==> config.mk <==
export PLATFORM = sky130hd
export DESIGN_NAME = backlight_ldo_control
export DESIGN_NICKNAME = d
export VERILOG_FILES = /design/src/pkg/lmu_pkg.sv /design/src/hw/backlight_ldo_control.sv
export SDC_FILE = /design/constraint.sdc
export NUM_CORES = 1
export LEC_CHECK = 0
export BUFFER_PORTS_ARGS = -buffer_cell sky130_fd_sc_hd__buf_2
export CAP_MARGIN = 40
export CORE_ASPECT_RATIO = 0.7
export CORE_MARGIN = 1
export CORE_UTILIZATION = 56
export CTS_CLUSTER_SIZE = 30
export DETAILED_ROUTE_END_ITERATION = 12
export GPL_TIMING_DRIVEN = 0
export PLACE_DENSITY = 0.83
export SLEW_MARGIN = 10
export SYNTH_ARGS = -nofsm -noshare
export SYNTH_HDL_FRONTEND = slang
export SYNTH_SLANG_ARGS = --single-unit
export TNS_END_PERCENT = 5
==> constraint.sdc <==
create_clock -name hclk -period 4.4 [get_ports hclk]
set_clock_uncertainty 0.1 [all_clocks]
set_input_delay 0.22 -clock hclk [delete_from_list [all_inputs] [get_ports hclk]]
set_output_delay 0.22 -clock hclk [all_outputs]
set_load 0.01 [all_outputs]
==> src/pkg/lmu_pkg.sv <==
// Constants, register indices and carrier types for the light management control block.
// Assumes a 25 MHz bus clock and a single AHB-Lite master with word-only transfers.
package lmu_pkg;

  // Clock and timing figures; cycle counts derive from the printed times.
  localparam int CLK_HZ           = 25_000_000;
  localparam int PUMP_HZ          = 250_000;
  localparam int PUMP_HALF        = CLK_HZ / (2 * PUMP_HZ);
  localparam int SHUTDOWN_MS      = 10;
  localparam int SHUTDOWN_CYCLES  = SHUTDOWN_MS * (CLK_HZ / 1000);
  localparam int FADE_BASE_US     = 1000;
  localparam int FADE_BASE_CYCLES = FADE_BASE_US * (CLK_HZ / 1_000_000);
  localparam int HYST_US          = 20;
  localparam int HYST_CYCLES      = HYST_US * (CLK_HZ / 1_000_000);
  localparam int CNT_W            = 18;

  // Register indices; the byte address is four times the index.
  localparam logic [2:0] IDX_CURRENT = 3'h0;
  localparam logic [2:0] IDX_ENABLE  = 3'h1;
  localparam logic [2:0] IDX_REG_ONE = 3'h2;
  localparam logic [2:0] IDX_REG_TWO = 3'h3;
  localparam logic [2:0] IDX_FADE    = 3'h4;
  localparam logic [2:0] IDX_STATUS  = 3'h5;

  // Field positions and level scale points.
  localparam int FADE_EN_BIT    = 0;
  localparam int FADE_RATE_LSB  = 1;
  localparam logic [5:0] LVL_MAX_W   = 6'h1C;
  localparam logic [4:0] LVL_MAX     = 5'h1C;
  localparam logic [4:0] LVL_FINE_TOP = 5'h0A;
  localparam logic [4:0] LVL_MID_TOP = 5'h1A;
  localparam logic [4:0] LVL_LOWBIAS = 5'h08;
  localparam logic [5:0] MID_OFFSET  = 6'h0A;
  localparam logic [6:0] TOP_OFFSET  = 7'h3E;
  localparam logic [5:0] REG_ONE_BASE = 6'h0F;
  localparam logic [5:0] REG_TWO_BASE = 6'h0C;
  localparam logic [5:0] REG_TWO_TOP  = 6'h12;

  typedef enum logic [1:0] {PUMP_1X, PUMP_15X, PUMP_2X} pump_e;
  typedef enum logic {FADE_IDLE, FADE_RAMP} fade_e;

  // Analog comparator and detector levels arriving from outside the clock domain.
  typedef struct packed {
    logic       overvoltage;
    logic       hot;
    logic       demand_up;
    logic       demand_low;
    logic [3:0] sink_float;
  } sense_s;

  // All asynchronous inputs, synchronised together.
  typedef struct packed {
    logic   pin;
    logic   en_one;
    logic   en_two;
    sense_s sense;
  } async_s;

  localparam int ASYNC_W = $bits(async_s);

  // Controls sent to the analog sinks, pump and regulators.
  typedef struct packed {
    logic [3:0][5:0] sink_half_ma;
    logic [3:0]      sink_on;
    pump_e           pump_mode;
    logic            pump_clk;
    logic            low_bias;
    logic            sleep;
    logic            shutdown;
    logic            reg_one_on;
    logic            reg_two_on;
    logic [5:0]      reg_one_decivolt;
    logic [5:0]      reg_two_decivolt;
  } drive_s;

  // Read-only status word layout.
  typedef struct packed {
    logic       overvoltage;
    logic       hot;
    logic       sleep;
    logic       ramping;
    pump_e      mode;
    logic [3:0] float_latched;
    logic [4:0] level;
  } status_s;

  // Whole state of the control block.
  typedef struct packed {
    logic [ASYNC_W-1:0] sync_a;
    logic [ASYNC_W-1:0] sync_b;
    logic [ASYNC_W-1:0] sync_c;
    logic [ASYNC_W-1:0] stab;
    logic               ph;
    logic               wr;
    logic               ok;
    logic [2:0]         idx;
    logic [31:0]        rdata;
    logic [4:0]         code;
    logic [3:0]         sink_en;
    logic [3:0]         reg_one;
    logic [2:0]         reg_two;
    logic               fade_en;
    logic [1:0]         fade_rate;
    logic               one_prog;
    logic               two_prog;
    logic [4:0]         level;
    fade_e              fs;
    logic [CNT_W-1:0]   tick;
    logic [CNT_W-1:0]   sd_cnt;
    logic               shut;
    logic [3:0]         float_lat;
    pump_e              mode;
    logic [8:0]         hyst;
    logic [6:0]         div;
    logic               pump_clk;
  } state_s;

endpackage

==> src/hw/backlight_ldo_control.sv <==
// Control logic of the light management unit: sink levels, fade sequencer, pump and regulator gating, faults.
// Assumes an AHB-Lite master on hclk and analog detectors that deliver clean levels on the sense inputs.
//
// Register access over AHB-Lite and the register addresses were decided locally.
`timescale 1ns/1ps

// Notes on behaviour
// - Sinks take one of 29 levels.
// - Half, one, two mA step bands.
// - Enable bit or zero level turns off.
// - Sinks start disabled after power-up.
// - Pump clock 250 kHz, stopped in 1x.
// - Pump mode automatic, hysteresis on descent.
// - Reduced bias at 4.0 mA or below.
// - Fade ramps through every level step.
// - Rate change applies to remaining steps.
// - New target redirects running ramp.
// - Fade disable jumps to final target.
// - Without fade, new level applies at once.
// - Regulators need one voltage write first.
// - Enable pin low forces regulator off.
// - Regulator codes in 100 mV steps.
// - Long low on link resets registers.
// - All sinks disabled means sleep.
// - Overvoltage stops pump until it drops.
// - Thermal shutdown disables outputs, keeps registers.
// - Open sink detected gets disabled.
module backlight_ldo_control #(
  parameter int shutdown_cycles  = lmu_pkg::SHUTDOWN_CYCLES,
  parameter int fade_base_cycles = lmu_pkg::FADE_BASE_CYCLES
) (
  input  wire logic            hclk,
  input  wire logic            hresetn,
  input  wire logic            hsel,
  input  wire logic [31:0]     haddr,
  input  wire logic [1:0]      htrans,
  input  wire logic            hwrite,
  input  wire logic [2:0]      hsize,
  input  wire logic [31:0]     hwdata,
  input  wire logic            hready,
  output wire logic            hreadyout,
  output wire logic [31:0]     hrdata,
  output wire logic            hresp,
  input  wire logic            single_wire_control_pin,
  input  wire logic            regulator_one_enable_pin,
  input  wire logic            regulator_two_enable_pin,
  input  wire lmu_pkg::sense_s sense,
  output wire lmu_pkg::drive_s drive
);

  lmu_pkg::state_s  st;
  lmu_pkg::state_s  next_st;
  lmu_pkg::async_s  in_lvl;
  localparam int CNT_W_L = lmu_pkg::CNT_W;
  logic [CNT_W_L-1:0] fade_period;

  // Maps a level code to sink current in half-milliamp units.
  // The three bands meet at codes 10 and 26, so the mapping stays monotonic across both joins.
  function automatic logic [5:0] half_ma(input logic [4:0] code);
    logic [6:0] top;
    top = {code, 2'b00} - lmu_pkg::TOP_OFFSET;
    if (code <= lmu_pkg::LVL_FINE_TOP) begin
      half_ma = {1'b0, code};
    end else if (code <= lmu_pkg::LVL_MID_TOP) begin
      half_ma = {code, 1'b0} - lmu_pkg::MID_OFFSET;
    end else begin
      half_ma = top[5:0];
    end
  endfunction

  assign in_lvl = lmu_pkg::async_s'(st.stab);
  assign fade_period = CNT_W_L'(fade_base_cycles) << st.fade_rate;

  // The bus never stalls, so every transfer completes in a single data phase.
  // The response is always OKAY: unmapped or odd-sized accesses are ignored, and such reads return zero.
  assign hreadyout = 1'b1;
  assign hresp     = 1'b0;
  assign hrdata    = st.rdata;

  // Next-state logic for synchronisers, registers, fade, pump and fault handling.
  always_comb begin
    logic [5:0]         wdat;
    logic               run;
    logic               wr_en;
    lmu_pkg::status_s   s;
    wdat  = hwdata[5:0];
    run   = 1'b0;
    wr_en = st.ph && st.wr && st.ok && !st.shut;
    s     = '0;
    next_st = st;

    // A pin level counts once the second and third stages agree.
    next_st.sync_a = lmu_pkg::ASYNC_W'({single_wire_control_pin, regulator_one_enable_pin,
                                        regulator_two_enable_pin, sense});
    next_st.sync_b = st.sync_a;
    next_st.sync_c = st.sync_b;
    next_st.stab   = ((st.sync_b ~^ st.sync_c) & st.sync_c) | ((st.sync_b ^ st.sync_c) & st.stab);

    // Register writes in the data phase.
    // Writes land at the close of the data phase and are dropped while shutdown holds the defaults.
    // Only the low six bits of the word carry a setting; the upper bits are ignored.
    if (wr_en) begin
      case (st.idx)
        lmu_pkg::IDX_CURRENT: begin
          next_st.code = (wdat > lmu_pkg::LVL_MAX_W) ? lmu_pkg::LVL_MAX : wdat[4:0];
          if (!st.fade_en) begin
            next_st.level = next_st.code;
          end else if (next_st.code != st.level) begin
            next_st.fs = lmu_pkg::FADE_RAMP;
          end
        end
        lmu_pkg::IDX_ENABLE: begin
          next_st.sink_en   = wdat[3:0];
          next_st.float_lat = st.float_lat & wdat[3:0];
        end
        lmu_pkg::IDX_REG_ONE: begin
          next_st.reg_one  = wdat[3:0];
          next_st.one_prog = 1'b1;
        end
        lmu_pkg::IDX_REG_TWO: begin
          next_st.reg_two  = wdat[2:0];
          next_st.two_prog = 1'b1;
        end
        lmu_pkg::IDX_FADE: begin
          next_st.fade_en   = wdat[lmu_pkg::FADE_EN_BIT];
          next_st.fade_rate = wdat[lmu_pkg::FADE_RATE_LSB +: 2];
        end
        default: begin
        end
      endcase
    end

    // Fade sequencer; the tick stalls in sleep because the internal clock is stopped there.
    // A rate write changes only the pace of a running ramp; the level and the target are kept.
    case (st.fs)
      lmu_pkg::FADE_IDLE: begin
        next_st.tick = '0;
      end
      lmu_pkg::FADE_RAMP: begin
        if (!next_st.fade_en) begin
          next_st.level = next_st.code;
          next_st.fs    = lmu_pkg::FADE_IDLE;
          next_st.tick  = '0;
        end else if (st.sink_en != '0) begin
          if (st.tick >= fade_period - 1'b1) begin
            next_st.tick = '0;
            if (st.level < next_st.code) begin
              next_st.level = st.level + 5'h01;
            end else if (st.level > next_st.code) begin
              next_st.level = st.level - 5'h01;
            end
            if (next_st.level == next_st.code) begin
              next_st.fs = lmu_pkg::FADE_IDLE;
            end
          end else begin
            next_st.tick = st.tick + 1'b1;
          end
        end
      end
      default: begin
        next_st.fs = lmu_pkg::FADE_IDLE;
      end
    endcase

    // Float faults latch per enabled sink; a detection beats a clearing write.
    // A clear only sticks once the detector is quiet; a write while it still reports is overridden.
    next_st.float_lat = next_st.float_lat | (in_lvl.sense.sink_float & st.sink_en);

    // Pump mode selection; climbing is immediate, descending waits out the hysteresis count.
    // Climbing at once answers a regulation shortfall before the LEDs dim; the slow descent trades a little
    // efficiency for freedom from mode hopping when the load sits near a threshold.
    if (st.sink_en == '0 || in_lvl.sense.hot || st.shut) begin
      next_st.mode = lmu_pkg::PUMP_1X;
      next_st.hyst = '0;
    end else if (in_lvl.sense.demand_up) begin
      next_st.hyst = '0;
      case (st.mode)
        lmu_pkg::PUMP_1X:  next_st.mode = lmu_pkg::PUMP_15X;
        lmu_pkg::PUMP_15X: next_st.mode = lmu_pkg::PUMP_2X;
        default:           next_st.mode = lmu_pkg::PUMP_2X;
      endcase
    end else if (in_lvl.sense.demand_low && st.mode != lmu_pkg::PUMP_1X) begin
      if (st.hyst == 9'(lmu_pkg::HYST_CYCLES - 1)) begin
        next_st.hyst = '0;
        next_st.mode = (st.mode == lmu_pkg::PUMP_2X) ? lmu_pkg::PUMP_15X : lmu_pkg::PUMP_1X;
      end else begin
        next_st.hyst = st.hyst + 9'h001;
      end
    end else begin
      next_st.hyst = '0;
    end

    // Pump switching clock: divider toggles at twice the pump rate while allowed to run.
    run = (next_st.mode != lmu_pkg::PUMP_1X) && !in_lvl.sense.overvoltage;
    if (run) begin
      if (st.div == 7'(lmu_pkg::PUMP_HALF - 1)) begin
        next_st.div      = '0;
        next_st.pump_clk = !st.pump_clk;
      end else begin
        next_st.div = st.div + 7'h01;
      end
    end else begin
      next_st.div      = '0;
      next_st.pump_clk = 1'b0;
    end

    // Shutdown detection: a long low on the link returns every register to default.
    // Just after reset the synchronised pin still reads low, so the counter starts early; it is far longer
    // than the few cycles the pin needs to pass the three stages, so reset causes no false shutdown.
    if (in_lvl.pin) begin
      next_st.sd_cnt = '0;
      next_st.shut   = 1'b0;
    end else if (!st.shut) begin
      if (st.sd_cnt == CNT_W_L'(shutdown_cycles - 1)) begin
        next_st.shut = 1'b1;
      end else begin
        next_st.sd_cnt = st.sd_cnt + 1'b1;
      end
    end
    if (next_st.shut) begin
      next_st.code      = '0;
      next_st.sink_en   = '0;
      next_st.reg_one   = '0;
      next_st.reg_two   = '0;
      next_st.fade_en   = 1'b0;
      next_st.fade_rate = '0;
      next_st.one_prog  = 1'b0;
      next_st.two_prog  = 1'b0;
      next_st.level     = '0;
      next_st.fs        = lmu_pkg::FADE_IDLE;
      next_st.float_lat = '0;
    end

    // Address phase capture; read data comes from the updated state so a read right after a write sees it.
    next_st.ph  = hsel && htrans[1] && hready;
    next_st.wr  = hwrite;
    next_st.idx = haddr[4:2];
    next_st.ok  = (haddr[31:5] == '0) && (haddr[4:2] <= lmu_pkg::IDX_STATUS) && (hsize == 3'h2);
    s.overvoltage   = in_lvl.sense.overvoltage;
    s.hot           = in_lvl.sense.hot;
    s.sleep         = (next_st.sink_en == '0);
    s.ramping       = (next_st.fs == lmu_pkg::FADE_RAMP);
    s.mode          = next_st.mode;
    s.float_latched = next_st.float_lat;
    s.level         = next_st.level;
    next_st.rdata = '0;
    if (next_st.ph && !hwrite && next_st.ok) begin
      case (next_st.idx)
        lmu_pkg::IDX_CURRENT: next_st.rdata = 32'(next_st.code);
        lmu_pkg::IDX_ENABLE:  next_st.rdata = 32'(next_st.sink_en);
        lmu_pkg::IDX_REG_ONE: next_st.rdata = 32'(next_st.reg_one);
        lmu_pkg::IDX_REG_TWO: next_st.rdata = 32'(next_st.reg_two);
        lmu_pkg::IDX_FADE:    next_st.rdata = 32'({next_st.fade_rate, next_st.fade_en});
        lmu_pkg::IDX_STATUS:  next_st.rdata = 32'(s);
        default:              next_st.rdata = '0;
      endcase
    end
  end

  // State register; the sinks come up off because every enable resets to zero.
  always_ff @(posedge hclk or negedge hresetn) begin
    if (!hresetn) begin
      st <= '0;
    end else begin
      st <= next_st;
    end
  end

  // Per-sink drive: on only with enable, a nonzero level and no fault or thermal shutdown.
  // Faults and a hot die gate the current here rather than in the registers, so the settings survive.
  genvar gi;
  generate
    for (gi = 0; gi < 4; gi++) begin : g_sink
      assign drive.sink_on[gi] = st.sink_en[gi] && (st.level != '0) && !st.float_lat[gi]
                                 && !in_lvl.sense.hot && !st.shut;
      assign drive.sink_half_ma[gi] = drive.sink_on[gi] ? half_ma(st.level) : 6'h00;
    end
  endgenerate

  // Pump, bias, mode and regulator controls; pins gate the regulators regardless of settings.
  assign drive.pump_mode  = st.mode;
  assign drive.pump_clk   = st.pump_clk;
  assign drive.low_bias   = (st.level <= lmu_pkg::LVL_LOWBIAS);
  assign drive.sleep      = (st.sink_en == '0);
  assign drive.shutdown   = st.shut;
  assign drive.reg_one_on = in_lvl.en_one && st.one_prog && !in_lvl.sense.hot && !st.shut;
  assign drive.reg_two_on = in_lvl.en_two && st.two_prog && !in_lvl.sense.hot && !st.shut;
  assign drive.reg_one_decivolt = lmu_pkg::REG_ONE_BASE + 6'(st.reg_one);
  assign drive.reg_two_decivolt = (lmu_pkg::REG_TWO_BASE + 6'(st.reg_two) > lmu_pkg::REG_TWO_TOP) ?
                                  lmu_pkg::REG_TWO_TOP : lmu_pkg::REG_TWO_BASE + 6'(st.reg_two);
endmodule // backlight_ldo_control

==> results.json <==
{
  "drt_wl_total_mm": 21.0,
  "wl_met1_mm": 9.45,
  "antenna_found_initial": 0,
  "fillers": 1038,
  "p_int_mw": 2.36,
  "netlist_area_um2": 8190,
  "worst_path_largest_cell_delay_ns": 0.44,
  "reg2reg_depth": 15,
  "power_density_nw_per_um2": 330,
  "async_flop_share_pct": 100,
  "first_global_vias": 6345,
  "synthCells": 858,
  "fmax_mhz": 229,
  "synth_ff_type": "dfrtp_1",
  "fin_cells": 1238,
  "crit_path_start": "st[120]",
  "rsz0062_at_grt": "yes",
  "vdd_ir_drop_max_uv": 236,
  "synth.avg_cell_area_um2": 9.54,
  "path_depth": 15,
  "synth_area_leader_cell": "dfrtp_1",
  "core-area_um2": 14100,
  "nNetsFinal": 1166,
  "drtIter0Drc": 553,
  "setup_tns_ns": 0,
  "netlist_top_cells_area": "dfrtp_1 (46%), ha_1 (7.0%), nor2_1 (5.6%)",
  "ys_types": 67,
  "setup_slack_ns": 0.0411,
  "num_antenna_cells": 0,
  "initial_core_util_pct": 58.1,
  "grt_max_degree": 116,
  "clock_sinks": 152,
  "ys_warn_count": 0,
  "syn_to_final_growth_pct": 22.1,
  "clk_path_buf_depth": 2,
  "power_frac_seq_pct": 45.4,
  "htreeDepth": 4,
  "total_power_mw": 3.30,
  "cp_top_family": "compound AO/OA/AOI/OAI gates",
  "hold_class": "in2reg",
  "ant_nets": 0,
  "vias_per_cell": 5.67,
  "synth-seq-area-share_pct": 46.5,
  "setup-violations-final": 0,
  "drc": 0,
  "crit_type": "reg2reg",
  "period_needed_ns": 4.36,
  "num_vias": 7020,
  "period_share_pct": 99.1,
  "final_core_util_pct": 70.9,
  "cp-end-kind": "flop",
  "worstHoldStart": "haddr[29]",
  "p_sw_mw": 0.942,
  "arrival_ns": 4.58,
  "detail_route.first_pass.iterations": 5,
  "fin_hold_ws_ns": 0.0392,
  "met2_length_mm": 9.52,
  "path_buf_inv": 2,
  "path_max_fanout": 10,
  "die_h_um": 103,
  "switching_share_pct": 28.5,
  "slowest_stage": "a221oi_2",
  "wl_met3_mm": 1.58,
  "slew_headroom_pct": 47.6,
  "final_hold_viol_count": 0,
  "cts_tree": "done",
  "stdcell_area_um2": 10000,
  "crit_chain": "or3_4 -> or2_0 -> clkbuf_2 -> buf_2 -> a21oi_2 -> ha_1 -> and4_2 -> o2111ai_1 -> o31a_1 -> nand2_1 -> mux2i_1 -> a31oi_2 -> a221oi_2 -> o22ai_1 -> and2_1",
  "topRoutingLayerUsed": "met4",
  "tightest_slew_ns": 0.785,
  "die_x_um": 147,
  "place_congestion": 0.959,
  "rows": 36,
  "gr-total-overflow": 0,
  "dp_hpwl_mm": 14.3,
  "worstSkewPairLatency_ns": 0.43,
  "crit_path_start_kind": "flop",
  "grt_first_pass_wirelength_mm": 32.2,
  "cts-root-buf": "clkbuf_16",
  "status": "complete, no violations",
  "p_leak_nw": 4.98,
  "maxCapViolCount": 0,
  "io_pins": 167,
  "clkPwrFrac_pct": 44.4,
  "clk_pin_slew_ns": 0.07,
  "drive_above_1_share_pct": 20.8,
  "pre_cts_slack_ns": -0.0117,
  "synth_edf_count": 0,
  "wl_per_cell_um": 17.0,
  "placed_area_um2": 9110,
  "globalRouteTotalUtil_pct": 27.6,
  "holdPathStages": 4,
  "timing.rr.start": "st[120]",
  "ys_ff_latch": 152,
  "power_frac_comb_pct": 10.2,
  "port-buffer-count": 115,
  "die_area_um2": 15100,
  "yosysTopAreaCellShare_pct": 46.5,
  "report.final.slew_viol_count": 0,
  "numPlacedInstances": 1184,
  "cp.required_ns": 4.62,
  "numCtsBuffers": 17
}
tightest hold or removal path, cell delays in order:
cell and delay (ns):
buf_2 0.07, nor4b_1 0.04, nand4_1 0.10, nor2_1 0.08
final timing paths:
kind	to	slack [ns]
min in group asynchronous	st[49]	0.15
worst min register to register	next_st[139]	0.25
worst max-delay path	hrdata[3]	0.04
worst min-delay path	st[122]	0.04
max in group asynchronous	st[81]	3.22
worst max register to register	hrdata[3]	0.04
cell usage after synthesis (22+ instances only):
library cell and count:
dfrtp_1 152, nor2_1 123, nand2_1 71, o21ai_0 48
ha_1 46, buf_4 41, a21oi_1 38, inv_1 27
clkbuf_1 25, nand3_1 25, and3_1 24, mux2i_1 22
power by group through the flow:
stage / registers [mW] / logic (mW) / clock network [mW]
after CTS: 1.50 / 0.328 / 1.48
final: 1.50 / 0.337 / 1.47
after floorplan: 1.51 / 0.198 / 0
after global routing: 1.51 / 0.373 / 1.53
after global placement: 1.52 / 0.299 / 0
after detailed placement: 1.52 / 0.310 / 0
flip-flops by register name (all words and copies together), names as in the netlist:
register and cells:
drive 4, hrdata 15, in_lvl 11, next_st 22, st 100
logic make-up (layout without fill, tap and decap cells):
| group | count (synthesis) | in the layout | share of synthesized area, % |
|---|---|---|---|
| AOI/OAI and AO/OA | 165 | 165 | 12.8 |
| xor gates and xnor gates | 42 | 42 | 4.49 |
| adders and majority gates | 46 | 46 | 7.03 |
| buffers and inverters | 99 | 269 | 6.46 |
| DFF | 152 | 152 | 46.5 |
| muxes | 25 | 25 | 3.19 |
| other | 2 | 22 | 0.0917 |
| and+or+nand+nor | 327 | 327 | 19.5 |
layout make-up:
class	count	area [µm²]	share of cell area [%]
sequential	152	3800	38.0
timing repair buffer	138	831	8.31
multi-input combinational	627	3990	39.9
inverter	28	105	1.05
buffer	71	424	4.24
clock buffer	17	425	4.25
clock inverter	15	179	1.79
tap	190	238	2.38
repair_timing:
action,in CTS,in global routing
buffers inserted,0,1
hold endpoints to repair,54,0
pin swaps,0,3
endpoints found under the setup margin,3,6
gates resized for setup,3,12
hold buffers,21,0
layer usage:
layer / GRT usage [%] / up-vias
met4: 10.1 / 0
li1: - / 3301
met2: 41.1 / 308
met1: 40.4 / 3359
met5: 0 / -
met3: 5.31 / 52
layout by cell type, fill, tap and decap left out, drive strengths merged, types with 24 or more instances in the layout:
| master | synthesis | final |
|---|---|---|
| buf | 45 | 162 |
| dfrtp | 152 | 152 |
| nor2 | 123 | 123 |
| nand2 | 71 | 71 |
| o21ai | 49 | 49 |
| ha | 46 | 46 |
| clkbuf | 26 | 43 |
| a21oi | 38 | 38 |
| inv | 27 | 33 |
| nand3 | 25 | 25 |
| and3 | 24 | 24 |
No activity file was read; power rests on OpenSTA's default activity.
